[src/uart_consts.vh]
// register map, field positions and reset values of the standard uart block
//
// Summary of operation
// - frame is start zero, data bits, optional parity, then stop ones
// - idle transmit line is held at one
// - data width programmable 4 to 9 bits, default eight
// - stop period in half-bit steps from one to four bits
// - transmit parity: select 0 even, select 1 odd over data bits
// - parity bit sits right after last data bit, before stop
// - receiver checks parity with its own enable and odd select
// - bad-parity frame kept when drop is 0, discarded when 1
// - parity only in standard and smart-card variants, off in infrared
// - receiver resynchronises on each stop-to-start falling edge
// - receiver oversamples line by programmable factor
// - median filter votes three samples around bit middle
// - both ends use the same baud rate from own clocks
// - clear-to-send acts only on transmitter, active means far side ready
// - ready-to-send driven by receiver while it can accept data
// - flow control never suspends reception
// - internal block clock only, fifo buffer mode only
// - ready-to-send active while rx fifo count below threshold
// - with cts gating, start needs cts active and tx fifo not empty
// - rts and cts polarity selectable, default active low
`ifndef UART_CONSTS_VH
`define UART_CONSTS_VH

// ----------------------------------------------------------------
// register byte offsets
// ----------------------------------------------------------------
`define OFS_CTRL        8'h00
`define OFS_TX_CTRL     8'h04
`define OFS_RX_CTRL     8'h08
`define OFS_OVS         8'h0C
`define OFS_FLOW        8'h10
`define OFS_STATUS      8'h14
`define OFS_TX_WR       8'h18
`define OFS_RX_RD       8'h1C
`define OFS_RX_PEEK     8'h20
`define OFS_TX_FSTAT    8'h24
`define OFS_RX_FSTAT    8'h28

// ----------------------------------------------------------------
// field positions
// ----------------------------------------------------------------
`define CTRL_EN         0
`define CTRL_MODE_LO    1
`define CTRL_MODE_HI    2
`define MODE_IRDA       2'h2
`define XC_WIDTH_HI     3
`define XC_STOP_LO      4
`define XC_STOP_HI      7
`define XC_PAR_EN       8
`define XC_PAR_ODD      9
`define XC_DROP         10
`define XC_MEDIAN       11
`define FL_TRIG_HI      7
`define FL_CTS_EN       16
`define FL_RTS_POL      24
`define FL_CTS_POL      25
`define FS_EMPTY        16
`define FS_FULL         17

// ----------------------------------------------------------------
// reset values and limits
// ----------------------------------------------------------------
`define RST_CTRL        3'h0
`define RST_WIDTH       4'h8
`define RST_STOP        4'h2
`define RST_OVS         8'h10
`define RST_TRIG        8'h08
`define MIN_WIDTH       4'h4
`define MAX_WIDTH       4'h9
`define MIN_STOP        4'h2
`define MAX_STOP        4'h8
`define MIN_OVS         8'h04

`endif

[src/sync_fifo.v]
// synchronous fifo with registered read data
`timescale 1ns/100ps
module sync_fifo #(
    parameter W     = 9,
    parameter DEPTH = 8,
    parameter AW    = 3
) (
    input  wire          core_clk,
    input  wire          srst,
    input  wire          push,
    input  wire [W-1:0]  wdata,
    input  wire          pop,
    output reg  [W-1:0]  rdata,
    output reg  [AW:0]   count,
    output wire          full,
    output wire          empty
);
    reg [W-1:0]  mem [0:DEPTH-1];
    reg [AW-1:0] wr_ptr_r;
    reg [AW-1:0] rd_ptr_r;
    wire         do_push;
    wire         do_pop;

    assign full    = (count == DEPTH[AW:0]);
    assign empty   = (count == {(AW+1){1'b0}});
    assign do_push = push & ~full;
    assign do_pop  = pop & ~empty;

    // pointers and occupancy
    always @(posedge core_clk) begin
        if (srst) begin
            wr_ptr_r <= {AW{1'b0}};
            rd_ptr_r <= {AW{1'b0}};
            count    <= {(AW+1){1'b0}};
        end else begin
            if (do_push)
                wr_ptr_r <= wr_ptr_r + 1'b1;
            if (do_pop)
                rd_ptr_r <= rd_ptr_r + 1'b1;
            if (do_push & ~do_pop)
                count <= count + 1'b1;
            else if (do_pop & ~do_push)
                count <= count - 1'b1;
        end
    end

    // storage, head word registered one cycle behind pointer
    always @(posedge core_clk) begin
        if (do_push)
            mem[wr_ptr_r] <= wdata;
        rdata <= mem[rd_ptr_r];
    end
endmodule // sync_fifo

[src/std_uart.v]
// standard uart transmitter and receiver with apb registers and flow control
`timescale 1ns/100ps
`include "uart_consts.vh"
module std_uart #(
    parameter DEPTH = 8,
    parameter AW    = 3
) (
    input  wire         core_clk,
    input  wire         srst,
    input  wire [7:0]   paddr,
    input  wire         psel,
    input  wire         penable,
    input  wire         pwrite,
    input  wire [31:0]  pwdata,
    output reg  [31:0]  prdata,
    output wire         pready,
    output wire         pslverr,
    output reg          uart_tx,
    input  wire         uart_rx,
    input  wire         cts_in,
    output reg          rts_out
);
    // ----------------------------------------------------------------
    // states
    // ----------------------------------------------------------------
    localparam S_IDLE  = 3'd0;
    localparam S_LOAD  = 3'd1;
    localparam S_START = 3'd2;
    localparam S_DATA  = 3'd3;
    localparam S_PAR   = 3'd4;
    localparam S_STOP  = 3'd5;

    // ----------------------------------------------------------------
    // registers and nets
    // ----------------------------------------------------------------
    reg  [2:0]    ctrl_r;
    reg  [3:0]    tx_width_r;
    reg  [3:0]    tx_stop_r;
    reg           tx_par_en_r;
    reg           tx_par_odd_r;
    reg  [3:0]    rx_width_r;
    reg           rx_par_en_r;
    reg           rx_par_odd_r;
    reg           rx_drop_r;
    reg           rx_median_r;
    reg  [7:0]    ovs_r;
    reg  [7:0]    trig_r;
    reg           cts_en_r;
    reg           rts_pol_r;
    reg           cts_pol_r;
    reg  [3:0]    sticky_r;
    reg           wait_r;
    reg  [2:0]    tx_st_r;
    reg  [7:0]    tx_cnt_r;
    reg  [3:0]    tx_bits_r;
    reg  [8:0]    tx_sh_r;
    reg           tx_par_r;
    reg  [2:0]    rx_st_r;
    reg  [7:0]    rx_cnt_r;
    reg  [3:0]    rx_bits_r;
    reg  [8:0]    rx_sh_r;
    reg           rx_par_r;
    reg           rx_prev_r;
    reg  [1:0]    rx_smp_r;
    reg  [31:0]   rd_mux;
    reg           mapped;
    wire          acc;
    wire          fire;
    wire          wr_fire;
    wire          rd_fire;
    wire          enable;
    wire          irda;
    wire          tx_par_on;
    wire          rx_par_on;
    wire [7:0]    ovs_eff;
    wire [7:0]    half;
    wire [7:0]    mid;
    wire [3:0]    tx_w;
    wire [3:0]    rx_w;
    wire [3:0]    stop_h;
    wire [8:0]    tx_mask;
    wire [8:0]    rx_mask;
    wire          tx_push;
    wire          tx_pop;
    wire [8:0]    tx_head;
    wire [AW:0]   tx_count;
    wire          tx_full;
    wire          tx_empty;
    wire          rx_push;
    wire          rx_pop;
    wire [8:0]    rx_head;
    wire [AW:0]   rx_count;
    wire          rx_full;
    wire          rx_empty;
    wire          cts_active;
    wire          tx_go;
    wire          tx_bit_end;
    wire          tx_half_end;
    wire          rx_fall;
    wire          rx_decide;
    wire          rx_bit;
    wire          rx_bit_end;
    wire          rx_exp_par;
    wire          rx_perr;
    wire          rx_ferr;
    wire          rx_frame_done;
    wire          rx_keep;
    wire [3:0]    sticky_set;

    // ----------------------------------------------------------------
    // apb slave
    // ----------------------------------------------------------------
    // one wait state: answer on the second access cycle
    assign acc     = psel & penable;
    assign fire    = acc & wait_r;
    assign pready  = fire;
    assign pslverr = fire & ~mapped;
    assign wr_fire = fire & pwrite & mapped;
    assign rd_fire = fire & ~pwrite & mapped;

    always @(posedge core_clk) begin
        if (srst)
            wait_r <= 1'b0;
        else
            wait_r <= acc & ~wait_r;
    end

    // address decode and read mux
    always @* begin
        mapped = 1'b1;
        rd_mux = 32'h0000_0000;
        case (paddr)
            `OFS_CTRL:     rd_mux[2:0] = ctrl_r;
            `OFS_TX_CTRL:  rd_mux[9:0] = {tx_par_odd_r, tx_par_en_r, tx_stop_r, tx_width_r};
            `OFS_RX_CTRL:  rd_mux[11:0] = {rx_median_r, rx_drop_r, rx_par_odd_r, rx_par_en_r,
                                           4'h0, rx_width_r};
            `OFS_OVS:      rd_mux[7:0] = ovs_r;
            `OFS_FLOW:     rd_mux = {6'h00, cts_pol_r, rts_pol_r, 7'h00, cts_en_r, 8'h00, trig_r};
            `OFS_STATUS:   rd_mux[9:0] = {(rx_st_r != S_IDLE), (tx_st_r != S_IDLE), 4'h0, sticky_r};
            `OFS_TX_WR:    rd_mux = 32'h0000_0000;
            `OFS_RX_RD:    rd_mux[8:0] = rx_head;
            `OFS_RX_PEEK:  rd_mux[8:0] = rx_head;
            `OFS_TX_FSTAT: rd_mux[17:0] = {tx_full, tx_empty, {(16-AW-1){1'b0}}, tx_count};
            `OFS_RX_FSTAT: rd_mux[17:0] = {rx_full, rx_empty, {(16-AW-1){1'b0}}, rx_count};
            default:       mapped = 1'b0;
        endcase
    end

    // read data captured in the first access cycle
    always @(posedge core_clk) begin
        if (srst)
            prdata <= 32'h0000_0000;
        else if (acc & ~wait_r & ~pwrite)
            prdata <= rd_mux;
    end

    // configuration registers
    always @(posedge core_clk) begin
        if (srst) begin
            ctrl_r       <= `RST_CTRL;
            tx_width_r   <= `RST_WIDTH;
            tx_stop_r    <= `RST_STOP;
            tx_par_en_r  <= 1'b0;
            tx_par_odd_r <= 1'b0;
            rx_width_r   <= `RST_WIDTH;
            rx_par_en_r  <= 1'b0;
            rx_par_odd_r <= 1'b0;
            rx_drop_r    <= 1'b0;
            rx_median_r  <= 1'b0;
            ovs_r        <= `RST_OVS;
            trig_r       <= `RST_TRIG;
            cts_en_r     <= 1'b0;
            rts_pol_r    <= 1'b0;
            cts_pol_r    <= 1'b0;
        end else if (wr_fire) begin
            case (paddr)
                `OFS_CTRL:    ctrl_r <= pwdata[`CTRL_MODE_HI:`CTRL_EN];
                `OFS_TX_CTRL: begin
                    tx_width_r   <= pwdata[`XC_WIDTH_HI:0];
                    tx_stop_r    <= pwdata[`XC_STOP_HI:`XC_STOP_LO];
                    tx_par_en_r  <= pwdata[`XC_PAR_EN];
                    tx_par_odd_r <= pwdata[`XC_PAR_ODD];
                end
                `OFS_RX_CTRL: begin
                    rx_width_r   <= pwdata[`XC_WIDTH_HI:0];
                    rx_par_en_r  <= pwdata[`XC_PAR_EN];
                    rx_par_odd_r <= pwdata[`XC_PAR_ODD];
                    rx_drop_r    <= pwdata[`XC_DROP];
                    rx_median_r  <= pwdata[`XC_MEDIAN];
                end
                `OFS_OVS:     ovs_r <= pwdata[7:0];
                `OFS_FLOW: begin
                    trig_r    <= pwdata[`FL_TRIG_HI:0];
                    cts_en_r  <= pwdata[`FL_CTS_EN];
                    rts_pol_r <= pwdata[`FL_RTS_POL];
                    cts_pol_r <= pwdata[`FL_CTS_POL];
                end
                default: ;
            endcase
        end
    end

    // sticky status, write one to clear, a new event wins over the clear
    assign sticky_set = {tx_push & tx_full, rx_frame_done & rx_full & rx_keep,
                         rx_frame_done & rx_ferr, rx_frame_done & rx_perr};
    always @(posedge core_clk) begin
        if (srst)
            sticky_r <= 4'h0;
        else if (wr_fire && paddr == `OFS_STATUS)
            sticky_r <= (sticky_r & ~pwdata[3:0]) | sticky_set;
        else
            sticky_r <= sticky_r | sticky_set;
    end

    // ----------------------------------------------------------------
    // effective settings
    // ----------------------------------------------------------------
    assign enable    = ctrl_r[`CTRL_EN];
    assign irda      = (ctrl_r[`CTRL_MODE_HI:`CTRL_MODE_LO] == `MODE_IRDA);
    assign tx_par_on = tx_par_en_r & ~irda;
    assign rx_par_on = rx_par_en_r & ~irda;
    assign ovs_eff   = (ovs_r < `MIN_OVS) ? `MIN_OVS : ovs_r;
    assign half      = {1'b0, ovs_eff[7:1]};
    assign mid       = half;
    assign tx_w      = (tx_width_r < `MIN_WIDTH) ? `MIN_WIDTH :
                       (tx_width_r > `MAX_WIDTH) ? `MAX_WIDTH : tx_width_r;
    assign rx_w      = (rx_width_r < `MIN_WIDTH) ? `MIN_WIDTH :
                       (rx_width_r > `MAX_WIDTH) ? `MAX_WIDTH : rx_width_r;
    // stop length in half bits, 2..8
    assign stop_h    = (tx_stop_r < `MIN_STOP) ? `MIN_STOP :
                       (tx_stop_r > `MAX_STOP) ? `MAX_STOP : tx_stop_r;
    assign tx_mask   = 9'h1FF >> (`MAX_WIDTH - tx_w);
    assign rx_mask   = 9'h1FF >> (`MAX_WIDTH - rx_w);

    // ----------------------------------------------------------------
    // fifos
    // ----------------------------------------------------------------
    // fifo buffer mode only
    assign tx_push = wr_fire && (paddr == `OFS_TX_WR);
    assign tx_pop  = (tx_st_r == S_LOAD);
    assign rx_pop  = rd_fire && (paddr == `OFS_RX_RD);

    sync_fifo #(.W(9), .DEPTH(DEPTH), .AW(AW)) tx_fifo (
        .core_clk (core_clk),
        .srst     (srst),
        .push     (tx_push),
        .wdata    (pwdata[8:0]),
        .pop      (tx_pop),
        .rdata    (tx_head),
        .count    (tx_count),
        .full     (tx_full),
        .empty    (tx_empty)
    );

    sync_fifo #(.W(9), .DEPTH(DEPTH), .AW(AW)) rx_fifo (
        .core_clk (core_clk),
        .srst     (srst),
        .push     (rx_push),
        .wdata    (rx_sh_r & rx_mask),
        .pop      (rx_pop),
        .rdata    (rx_head),
        .count    (rx_count),
        .full     (rx_full),
        .empty    (rx_empty)
    );

    // ----------------------------------------------------------------
    // flow control
    // ----------------------------------------------------------------
    // polarity select, zero means active low
    assign cts_active = cts_pol_r ? cts_in : ~cts_in;
    // start gate on fifo and cts
    assign tx_go = enable & ~tx_empty & (~cts_en_r | cts_active);

    always @(posedge core_clk) begin
        if (srst)
            rts_out <= 1'b1;
        else
            rts_out <= rts_pol_r ~^ ({{(8-AW-1){1'b0}}, rx_count} < trig_r);
    end

    // ----------------------------------------------------------------
    // transmitter
    // ----------------------------------------------------------------
    // bits timed by own clock
    assign tx_bit_end  = (tx_cnt_r == ovs_eff - 8'h01);
    assign tx_half_end = (tx_cnt_r == half - 8'h01);

    always @(posedge core_clk) begin
        if (srst) begin
            tx_st_r   <= S_IDLE;
            tx_cnt_r  <= 8'h00;
            tx_bits_r <= 4'h0;
            tx_sh_r   <= 9'h000;
            tx_par_r  <= 1'b0;
            uart_tx   <= 1'b1;
        end else begin
            case (tx_st_r)
                S_IDLE: begin
                    uart_tx  <= 1'b1;
                    tx_cnt_r <= 8'h00;
                    if (tx_go)
                        tx_st_r <= S_LOAD;
                end
                S_LOAD: begin
                    tx_sh_r   <= tx_head & tx_mask;
                    // even when select is 0, odd when 1
                    tx_par_r  <= (^(tx_head & tx_mask)) ^ tx_par_odd_r;
                    tx_bits_r <= 4'h0;
                    uart_tx   <= 1'b0;
                    tx_st_r   <= S_START;
                end
                S_START: begin
                    tx_cnt_r <= tx_cnt_r + 8'h01;
                    if (tx_bit_end) begin
                        tx_cnt_r <= 8'h00;
                        uart_tx  <= tx_sh_r[0];
                        tx_st_r  <= S_DATA;
                    end
                end
                S_DATA: begin
                    tx_cnt_r <= tx_cnt_r + 8'h01;
                    if (tx_bit_end) begin
                        tx_cnt_r  <= 8'h00;
                        tx_sh_r   <= {1'b0, tx_sh_r[8:1]};
                        tx_bits_r <= tx_bits_r + 4'h1;
                        if (tx_bits_r == tx_w - 4'h1) begin
                            // parity right after last data bit
                            uart_tx <= tx_par_on ? tx_par_r : 1'b1;
                            tx_st_r <= tx_par_on ? S_PAR : S_STOP;
                            tx_bits_r <= 4'h0;  // stop half-bit count from zero
                        end else begin
                            uart_tx <= tx_sh_r[1];
                        end
                    end
                end
                S_PAR: begin
                    tx_cnt_r <= tx_cnt_r + 8'h01;
                    if (tx_bit_end) begin
                        tx_cnt_r  <= 8'h00;
                        tx_bits_r <= 4'h0;
                        uart_tx   <= 1'b1;
                        tx_st_r   <= S_STOP;
                    end
                end
                S_STOP: begin
                    // stop counted in half-bit units
                    uart_tx  <= 1'b1;
                    tx_cnt_r <= tx_cnt_r + 8'h01;
                    if (tx_half_end) begin
                        tx_cnt_r  <= 8'h00;
                        tx_bits_r <= tx_bits_r + 4'h1;
                        if (tx_bits_r == stop_h - 4'h1)
                            tx_st_r <= S_IDLE;
                    end
                end
                default: tx_st_r <= S_IDLE;
            endcase
        end
    end

    // ----------------------------------------------------------------
    // receiver
    // ----------------------------------------------------------------
    // falling edge resynchronises each frame
    assign rx_fall    = rx_prev_r & ~uart_rx;
    assign rx_decide  = (rx_cnt_r == mid + 8'h01);
    assign rx_bit_end = (rx_cnt_r == ovs_eff - 8'h01);
    assign rx_bit     = rx_median_r ? ((rx_smp_r[1] & rx_smp_r[0]) | (rx_smp_r[1] & uart_rx) |
                                       (rx_smp_r[0] & uart_rx)) : rx_smp_r[0];
    assign rx_exp_par = (^(rx_sh_r & rx_mask)) ^ rx_par_odd_r;
    assign rx_perr    = rx_par_on & (rx_par_r != rx_exp_par);
    assign rx_ferr    = ~rx_bit;
    assign rx_frame_done = (rx_st_r == S_STOP) & rx_decide;
    // drop only when drop setting is 1
    assign rx_keep    = ~(rx_perr & rx_drop_r);
    assign rx_push    = rx_frame_done & rx_keep;

    // mid-bit samples, before middle and at middle
    always @(posedge core_clk) begin
        if (srst) begin
            rx_prev_r <= 1'b1;
            rx_smp_r  <= 2'b11;
        end else begin
            rx_prev_r <= uart_rx;
            if (rx_cnt_r == mid - 8'h01)
                rx_smp_r[1] <= uart_rx;
            if (rx_cnt_r == mid)
                rx_smp_r[0] <= uart_rx;
        end
    end

    always @(posedge core_clk) begin
        if (srst) begin
            rx_st_r   <= S_IDLE;
            rx_cnt_r  <= 8'h00;
            rx_bits_r <= 4'h0;
            rx_sh_r   <= 9'h000;
            rx_par_r  <= 1'b0;
        end else begin
            rx_cnt_r <= rx_bit_end ? 8'h00 : rx_cnt_r + 8'h01;
            case (rx_st_r)
                S_IDLE: begin
                    rx_bits_r <= 4'h0;
                    rx_cnt_r  <= 8'h01;
                    if (enable & rx_fall)
                        rx_st_r <= S_START;
                end
                S_START: begin
                    if (rx_decide && rx_bit)
                        rx_st_r <= S_IDLE;
                    else if (rx_bit_end)
                        rx_st_r <= S_DATA;
                end
                S_DATA: begin
                    if (rx_decide)
                        rx_sh_r[rx_bits_r] <= rx_bit;
                    if (rx_bit_end) begin
                        rx_bits_r <= rx_bits_r + 4'h1;
                        if (rx_bits_r == rx_w - 4'h1)
                            rx_st_r <= rx_par_on ? S_PAR : S_STOP;
                    end
                end
                S_PAR: begin
                    if (rx_decide)
                        rx_par_r <= rx_bit;
                    if (rx_bit_end)
                        rx_st_r <= S_STOP;
                end
                S_STOP: begin
                    // frame ends at stop middle to catch the next edge early
                    if (rx_decide) begin
                        rx_st_r <= S_IDLE;
                        rx_sh_r <= 9'h000;
                    end
                end
                default: rx_st_r <= S_IDLE;
            endcase
        end
    end
endmodule // std_uart

[config.mk]
export PLATFORM = sky130hd
export DESIGN_NAME = std_uart
export DESIGN_NICKNAME = d
export VERILOG_FILES = /design/src/sync_fifo.v /design/src/std_uart.v
export VERILOG_INCLUDE_DIRS = /design/src
export SDC_FILE = /design/constraint.sdc
export NUM_CORES = 1
export LEC_CHECK = 0
export ABC_CLOCK_PERIOD_IN_PS = 5510
export CORE_ASPECT_RATIO = 1.5
export CORE_MARGIN = 10
export CORE_UTILIZATION = 64
export CTS_CLUSTER_DIAMETER = 50
export DETAILED_ROUTE_END_ITERATION = 10
export DONT_BUFFER_PORTS = 1
export PLACE_DENSITY_LB_ADDON = 0.3
export REMOVE_ABC_BUFFERS = 1
export SYNTH_ARGS = -nofsm -noshare
export SYNTH_HDL_FRONTEND = slang
export SYNTH_SLANG_ARGS = --single-unit
[constraint.sdc]
create_clock -name core_clk -period 5.51 [get_ports core_clk]
set_input_delay 0.551 -clock core_clk [delete_from_list [all_inputs] [get_ports core_clk]]
set_output_delay 0.551 -clock core_clk [all_outputs]
set_load 0.03 [all_outputs]
==> results of run 1 <==
## worst max-delay path by stage
stage,start,endpoint,slack (ns),cells after the start
floorplan,ovs_r[3],rx_fifo.count[3],-0.1,19
global route,ovs_r[6],rx_fifo.count[3],0.35,22
finish,ovs_r[6],rx_fifo.count[3],0.72,22
global placement,ovs_r[6],rx_fifo.count[3],0.87,22
CTS,ovs_r[6],rx_fifo.count[3],0.73,22
detailed placement,ovs_r[6],rx_fifo.count[3],0.75,22
## worst reg2reg max path, stage by stage (launching register included)
cell	delay, ns
dfxtp_1	0.46
buf_4	0.31
nor2_1	0.13
a21oi_1	0.40
inv_1	0.09
ha_1	0.21
nand2b_1	0.16
o211a_1	0.14
o32ai_1	0.24
nand4_1	0.23
nor2_1	0.15
buf_4	0.23
nand3_1	0.17
nor3_1	0.18
buf_4	0.20
ha_1	0.19
inv_1	0.09
ha_1	0.28
a21o_1	0.17
a21oi_1	0.17
xnor2_1	0.10
or3_1	0.31
a21oi_1	0.13
## per-layer routing
layer	vias up	share of wire, %
met3	110	6.1
met5	-	0
met1	5274	36
li1	5105	-
met4	0	5.4
met2	399	52
## per-stage QoR
step           hold slack [ns]  util (%)
6_report                0.0585      69.4
5_1_grt                 0.0330      69.4
4_1_cts                 0.0600      69.4
3_5_place_dp             0.447      65.1
3_3_place_gp             0.441      65.1
2_1_floorplan            0.425         -
## flip-flops by register name, summed over array words and instances, names as in the netlist, 9 cells and up
| signal | cells |
|---|---|
| rx_fifo.rdata | 9 |
| rx_sh_r | 9 |
| tx_sh_r | 9 |
| tx_fifo.rdata | 9 |
| prdata | 16 |
| tx_fifo.mem | 72 |
| rx_fifo.mem | 72 |
## Yosys cell counts (5+ instances only)
master | count | area [um2]
and2_1 | 8 | 50.1
a221oi_1 | 9 | 78.8
mux4_2 | 36 | 811
or4_1 | 5 | 37.5
o221ai_1 | 8 | 70.1
buf_1 | 11 | 41.3
nand4_1 | 19 | 119
a22oi_1 | 9 | 67.6
a31oi_1 | 11 | 68.8
nand2_1 | 129 | 484
a211oi_1 | 8 | 60.1
xor2_1 | 33 | 289
inv_1 | 26 | 97.6
buf_2 | 10 | 50.1
a21o_1 | 7 | 52.6
or2_2 | 5 | 31.3
nand3_1 | 93 | 465
dfxtp_1 | 154 | 3080
edfxtp_1 | 144 | 4320
nand2b_1 | 24 | 150
nor2b_1 | 23 | 144
ha_1 | 35 | 438
nor2_1 | 109 | 409
o21a_1 | 7 | 52.6
mux2i_1 | 21 | 210
xnor2_1 | 51 | 447
nor4b_1 | 6 | 52.6
clkbuf_1 | 60 | 225
a21oi_1 | 97 | 485
or3_1 | 13 | 81.3
buf_4 | 16 | 120
mux2_2 | 20 | 225
and3_1 | 17 | 106
nor3_1 | 34 | 170
o21ai_0 | 41 | 205
o31ai_1 | 6 | 45.0
nor4_1 | 8 | 50.1
nand3b_1 | 7 | 52.6
o211ai_1 | 6 | 45.0
a21boi_0 | 7 | 52.6
a222oi_1 | 11 | 110
## final cells by class
cell class	count	share of cell area (%)
sequential	298	46.7
multi-input combinational	1001	43.5
clock buffer	39	5.19
tap	280	2.21
clock inverter	12	1.00
timing repair buffer	18	0.851
inverter	26	0.615
## logic make-up (layout without fill, tap and decap cells)
logic type,after synthesis,count (layout),synth area share (%)
simple gates,529,529,18.2
buf+inv,128,95,3.94
mux,77,77,8.40
xor+xnor,84,84,4.96
flops,298,298,49.9
fa+ha+maj,37,37,3.22
other cells,1,16,0.0253
compound gates,258,258,11.3
## power by group through the flow
stage,Sequential [W],Clock (W),Combinational (W)
finish,0.00233,0.00203,0.0000424
global route,0.00233,0.00213,0.0000462
CTS,0.00233,0.00205,0.0000413
detailed placement,0.00238,0,0.0000411
global placement,0.00238,0,0.0000407
floorplan,0.00237,0,0.0000336
==> summary.txt, run 1 <==
Finish
  – Multi-input gate area: 0.00690 mm2
  – Most frequent cells in the layout: 154 x dfxtp_1, 144 x edfxtp_1, 129 x nand2_1
  – Final Instance Area: 0.0159 mm2
  – Fillers: 1642
  – P&R area growth vs syn: 7.03%
  – ANT cells: 0
  – Register area: ~0.0074 mm2
  – Layout cells sized above 1: approximately 10%
  – Final std cells w/o fill: 1674
  – Commonest non-fill, non-tap cell in the layout: dfxtp_1
  – NumNets Final: 1458

Critical path
  – CP top delay family: simple AND/OR/NAND/NOR gates
  – CP bufs+invs: 5
  – CP endpoint kind: register
  – Worst Path Arrival: ~5.3 ns
  – CP required: 6.01 ns
  – Flop2flop setup slack: slightly above 0.7 ns
  – FF-to-FF End: rx_fifo.count[3]
  – CP Cell Sequence: buf_4 > nor2_1 > a21oi_1 > inv_1 > ha_1 > nand2b_1 > o211a_1 > o32ai_1 > nand4_1 > nor2_1 > buf_4 > nand3_1 > nor3_1 > buf_4 > ha_1 > inv_1 > ha_1 > a21o_1 > a21oi_1 > xnor2_1 > or3_1 > a21oi_1
  – Reg2Reg Depth: 22
  – Worst-path cell with the longest stage delay: dfxtp_1
  – Critical R2R Launch: ovs_r[6]
  – Critical path fanouts, max: 20
  – WS Path Type: register to register
  – Crit-path max cell delay: ~0.46 ns
  – CP startpoint kind: register

STA
  – Max frequency: 209 MHz
  – Fin crit period: 4.79 ns
  – Worst Tran Pin Value: 1.28 ns
  – Sum Neg Setup Slack: 0 ns
  – Tcrit/Tclk final: 86.9%
  – Final setup vio count: 0
  – Slew headroom: around 14%
  – Fin. Hold Viols: 0
  – Fin. max-slew vios: 0
  – Clock skew: around 0.019 ns
  – Setup ws final: 0.721 ns
  – Unrepaired setup endpoints after global routing: no

Die
  – Die width: approximately 140 um
  – Die Area: 0.0298 mm2
  – I/O pin cnt: 83
  – Core area: 0.0229 mm2
  – Rows: 68
  – Initial Util: 64.8%
  – Die height: 206 um

Route
  – Via-per-instance ratio: 6.50
  – Detailed-route via count: about 11000
  – DR iter-0 viols: roughly 760
  – Number of remaining DRC errors: 0
  – Average wire per standard cell: 21.6 um
  – Remaining antenna violation count: 0
  – DRT Pass-1 Iters: 7
  – Routed WL: 36100 um

Clock tree
  – Htree depth: 1
  – CTS Buf Count: 29
  – CTS sink count: 298
  – Post-CTS Setup Inserts: 0
  – Post-CTS Resized: 0
  – Clock latency on the worst-skew pair: ~0.57 ns
  – CTS root buf: clkbuf_16
  – Clk slew on worst S/H paths: 0.06 ns
  – Hold-fix buffers, CTS: 0
  – Clock Path Buffers: 3
  – TritonCTS clock tree: built

Power and ir drop
  – Sw power: around 0.0009 W
  – Maximum VDD drop: 0.322 mV
  – Net Sw Frac: 20.2%
  – Logic pwr share: 1.0%
  – Internal: 0.00351 W
  – Clock power share: approximately 46%
  – Sequential Power Share: 52.9%
  – Pwr Density: 277 mW/mm2
  – Pleak: ~5.4 nW
  – Tot Pwr: around 0.0044 W

Hold path
  – Hold Path End: tx_fifo.wr_ptr_r[2]
  – Hold Startpoint: srst
  – Worst hold path depth: 1
  – Worst hold path class: input port to register

Placed design
  – Cells after DPL: 1623
  – Worst slack, placed: approximately 0.75 ns
  – Placed Area: ~0.015 mm2
  – GPL Wtd Cong: 0.939
  – Number of port buffers: 0
  – Final HPWL DP: between 20000 and 25000 um

Yosys
  – Syn Inst Count: ~1400
  – Mean Syn Cell Area: 10.5 um2
  – Register bit total from synthesis: 298
  – FFs w/ async S/R, synth: 0%
  – Synthesis Warnings: 0
  – Top_reg_cell synth: dfxtp_1
  – Post-synthesis sequential area ratio: between 40% and 50%
  – Synthesized cell area: 0.0148 mm2
  – EDFF count, synth: approximately 140
  – Synth cell types: 84

Global route
  – Overall Global Routing Usage: between 20% and 30%
  – Met2 usage: 43.1%
  – First-pass GRT wire length: 57000 um
  – Met3 Use GR: around 3.6%
  – Gr ovfl total: 0
  – GR Layer Usage met1: 26.7%
  – Pin count of the biggest net entering global routing: 108
  – Vias in the first global route: ~11000
  – Initial antenna violation count: 0
  – Gr busiest metal: met2

Job
  – Max_cap viols: 0

Run status
  – Status: finished, final reports clean
Power figures use the tool's default switching activity.
==> inputs of run 2 (changes only) <==
--- a/config.mk
+++ b/config.mk
@@ -6,10 +6,11 @@
 export SDC_FILE = /design/constraint.sdc
 export NUM_CORES = 1
 export LEC_CHECK = 0
+export ABC_AREA = 1
 export ABC_CLOCK_PERIOD_IN_PS = 5510
 export CORE_ASPECT_RATIO = 1.5
 export CORE_MARGIN = 10
-export CORE_UTILIZATION = 64
+export CORE_UTILIZATION = 55
 export CTS_CLUSTER_DIAMETER = 50
 export DETAILED_ROUTE_END_ITERATION = 10
 export DONT_BUFFER_PORTS = 1
==> summary.txt, run 2 <==
STA
  – Final hold slack: between 0.06 and 0.07 ns
  – Max frequency: between 200 and 250 MHz
  – Worst Tran Pin Value: between 1 and 1.5 ns
  – Slew headroom: 30.3%
  – Sum Neg Setup Slack: 0 ns
  – Fin crit period: 4.62 ns
  – Clock skew: 0.0127 ns
  – Final setup vio count: 0
  – Unrepaired setup endpoints after global routing: no
  – Fin. max-slew vios: 0
  – Setup ws final: 0.893 ns
  – Fin. Hold Viols: 0
  – Tcrit/Tclk final: between 80% and 90%

Clock tree
  – Clock latency on the worst-skew pair: just under 0.6 ns
  – Hold-fix buffers, CTS: 0
  – Clk slew on worst S/H paths: 0.07 ns
  – Post-CTS Resized: 0
  – TritonCTS clock tree: built
  – Htree depth: 1
  – CTS sink count: 298
  – CTS root buf: clkbuf_16
  – CTS Buf Count: 29
  – Post-CTS Setup Inserts: 0
  – Clock Path Buffers: 3

Route
  – Number of remaining DRC errors: 0
  – Via-per-instance ratio: approximately 5.6
  – DRT Pass-1 Iters: 5
  – Detailed-route via count: 11800
  – Remaining antenna violation count: 0
  – Average wire per standard cell: 17.6 um
  – DR iter-0 viols: 682
  – Routed WL: 37100 um

Die
  – Die Area: 0.0339 mm2
  – Initial Util: 55.8%
  – Die width: 154 um
  – Rows: 73
  – Core area: 0.0265 mm2
  – Die height: 221 um
  – I/O pin cnt: 83

Finish
  – P&R area growth vs syn: 8.27%
  – Util after Layout: roughly three fifths
  – ANT cells: 0
  – NumNets Final: 1829
  – Commonest non-fill, non-tap cell in the layout: nand2_1
  – Layout cells sized above 1: 6.11%
  – Biggest regs: rx_fifo.mem x72, tx_fifo.mem x72, prdata x16
  – Most frequent cells in the layout: 299 x nand2_1, 257 x nor2_1, 177 x inv_1

Placed design
  – GPL Wtd Cong: 0.938
  – Number of port buffers: 0
  – Worst slack, placed: between 0.9 and 1 ns
  – Final HPWL DP: 26500 um

Yosys
  – Register bit total from synthesis: 298
  – Top cells by count, synth: 299 x nand2_1, 257 x nor2_1, 177 x inv_1, 154 x dfxtp_1, 150 x o21ai_0
  – Post-synth top area share: 29.3%
  – Top_reg_cell synth: dfxtp_1
  – Synth cell types: 52
  – Synthesis Warnings: 0
  – Syn Inst Count: 1764
  – Mean Syn Cell Area: 8.37 um2
  – EDFF count, synth: around 140
  – Post-synthesis sequential area ratio: 50.2%
  – FFs w/ async S/R, synth: 0%
  – Ranking of synthesized cells by area: edfxtp_1 29%, dfxtp_1 21%, nand2_1 7.6%, nor2_1 6.5%, o21ai_0 5.1%
  – Yosys top cell by area: edfxtp_1
  – Synthesized cell area: 0.0148 mm2
  – Most common cell in the netlist: nand2_1

Critical path
  – Cell mode on critical path: nand2_1
  – Critical path fanouts, max: 12
  – CP startpoint kind: register
  – Worst-path cell with the longest stage delay: dfxtp_1
  – Reg2Reg Depth: 29
  – Worst Path Arrival: 5.08 ns
  – CP endpoint kind: register
  – CP required: 5.98 ns
  – Crit-path max cell delay: just under 0.6 ns
  – WS Path Type: register to register

Global route
  – Initial antenna violation count: 0
  – Vias in the first global route: 11600
  – Overall Global Routing Usage: 21.2%
  – Pin count of the biggest net entering global routing: 77
  – First-pass GRT wire length: 59000 um
  – Gr ovfl total: 0

Hold path
  – Worst hold path depth: 1
  – Worst hold path class: input port to register

Power and ir drop
  – Maximum VDD drop: 0.298 mV
  – Pleak: 6.27 nW
  – Pwr Density: 298 mW/mm2
  – Tot Pwr: 0.00477 W

Run status
  – Status: finished, final reports clean

Job
  – Max_cap viols: 0
## run 2: cell types whose count changed after synthesis, moves of 24 or more
cell / delta
xnor2_1: -37
nand2b_1: -24
o22ai_1: +24
inv_1: +151
o21ai_0: +109
nand2_1: +170
mux4_2: -36
nor2_1: +148
## run 2: layout make-up
class / instances / area [um2]
fill: 2294 / 10500
tap: 337 / 422
inverter: 189 / 709
multi-input combinational: 1214 / 6340
clock buffer: 32 / 747
timing repair buffer: 13 / 97.6
sequential: 298 / 7410
clock inverter: 22 / 269
## run 2: power breakdown
| group | switching [W] | internal (W) | leakage [nW] | total, W |
|---|---|---|---|---|
| Combinational | 0.000205 | 0.0000785 | 3.30 | 0.000284 |
| Clock | 0.000883 | 0.00123 | 0.489 | 0.00211 |
| Sequential | 0.0000354 | 0.00234 | 2.49 | 0.00237 |
| Total | 0.00112 | 0.00364 | 6.27 | 0.00477 |
## run 2: through the flow
step / cells / instance area, um2
after floorplan: 1701 / 14400
after global placement: 2051 / 15000
after detailed placement: 2051 / 15000
after CTS: 2105 / 16000
after global routing: 2105 / 16000
final: 2105 / 16000
## run 2: metal layers
metal	up-vias	wire (um)	global-route usage, %
li1	5853	-	-
met1	5545	14200	22.6
met2	337	19400	40.0
met3	94	2040	3.63
met4	0	1490	9.66
met5	-	0	0
## run 2: worst paths after layout
path / endpoint / from / slack (ns)
worst min register to register: tx_sh_r[4] / tx_sh_r[4] / 0.46
worst max-delay path: rx_fifo.count[3] / rx_width_r[3] / 0.89
worst max register to register: rx_fifo.count[3] / rx_width_r[3] / 0.89
worst min-delay path: prdata[24] / srst / 0.06
## run 2: logic make-up (layout without fill, tap and decap cells)
| family | count (synthesis) | in the layout | synth area share, % |
|---|---|---|---|
| DFF | 298 | 298 | 50.2 |
| adders and majority gates | 37 | 37 | 3.24 |
| other | 1 | 16 | 0.0254 |
| xor gates and xnor gates | 61 | 61 | 3.72 |
| and+or+nand+nor | 753 | 753 | 22.3 |
| buffers and inverters | 267 | 256 | 7.35 |
| AOI/OAI and AO/OA | 347 | 347 | 13.2 |
## run 2: critical path: cells and delay by family, from the launching register on
family,cells,cell delay [ns]
AOI/OAI and AO/OA,5,0.76
and+or+nand+nor,16,2.01
adders and majority gates,3,0.66
buffers and inverters,5,0.51
DFF,1,0.58
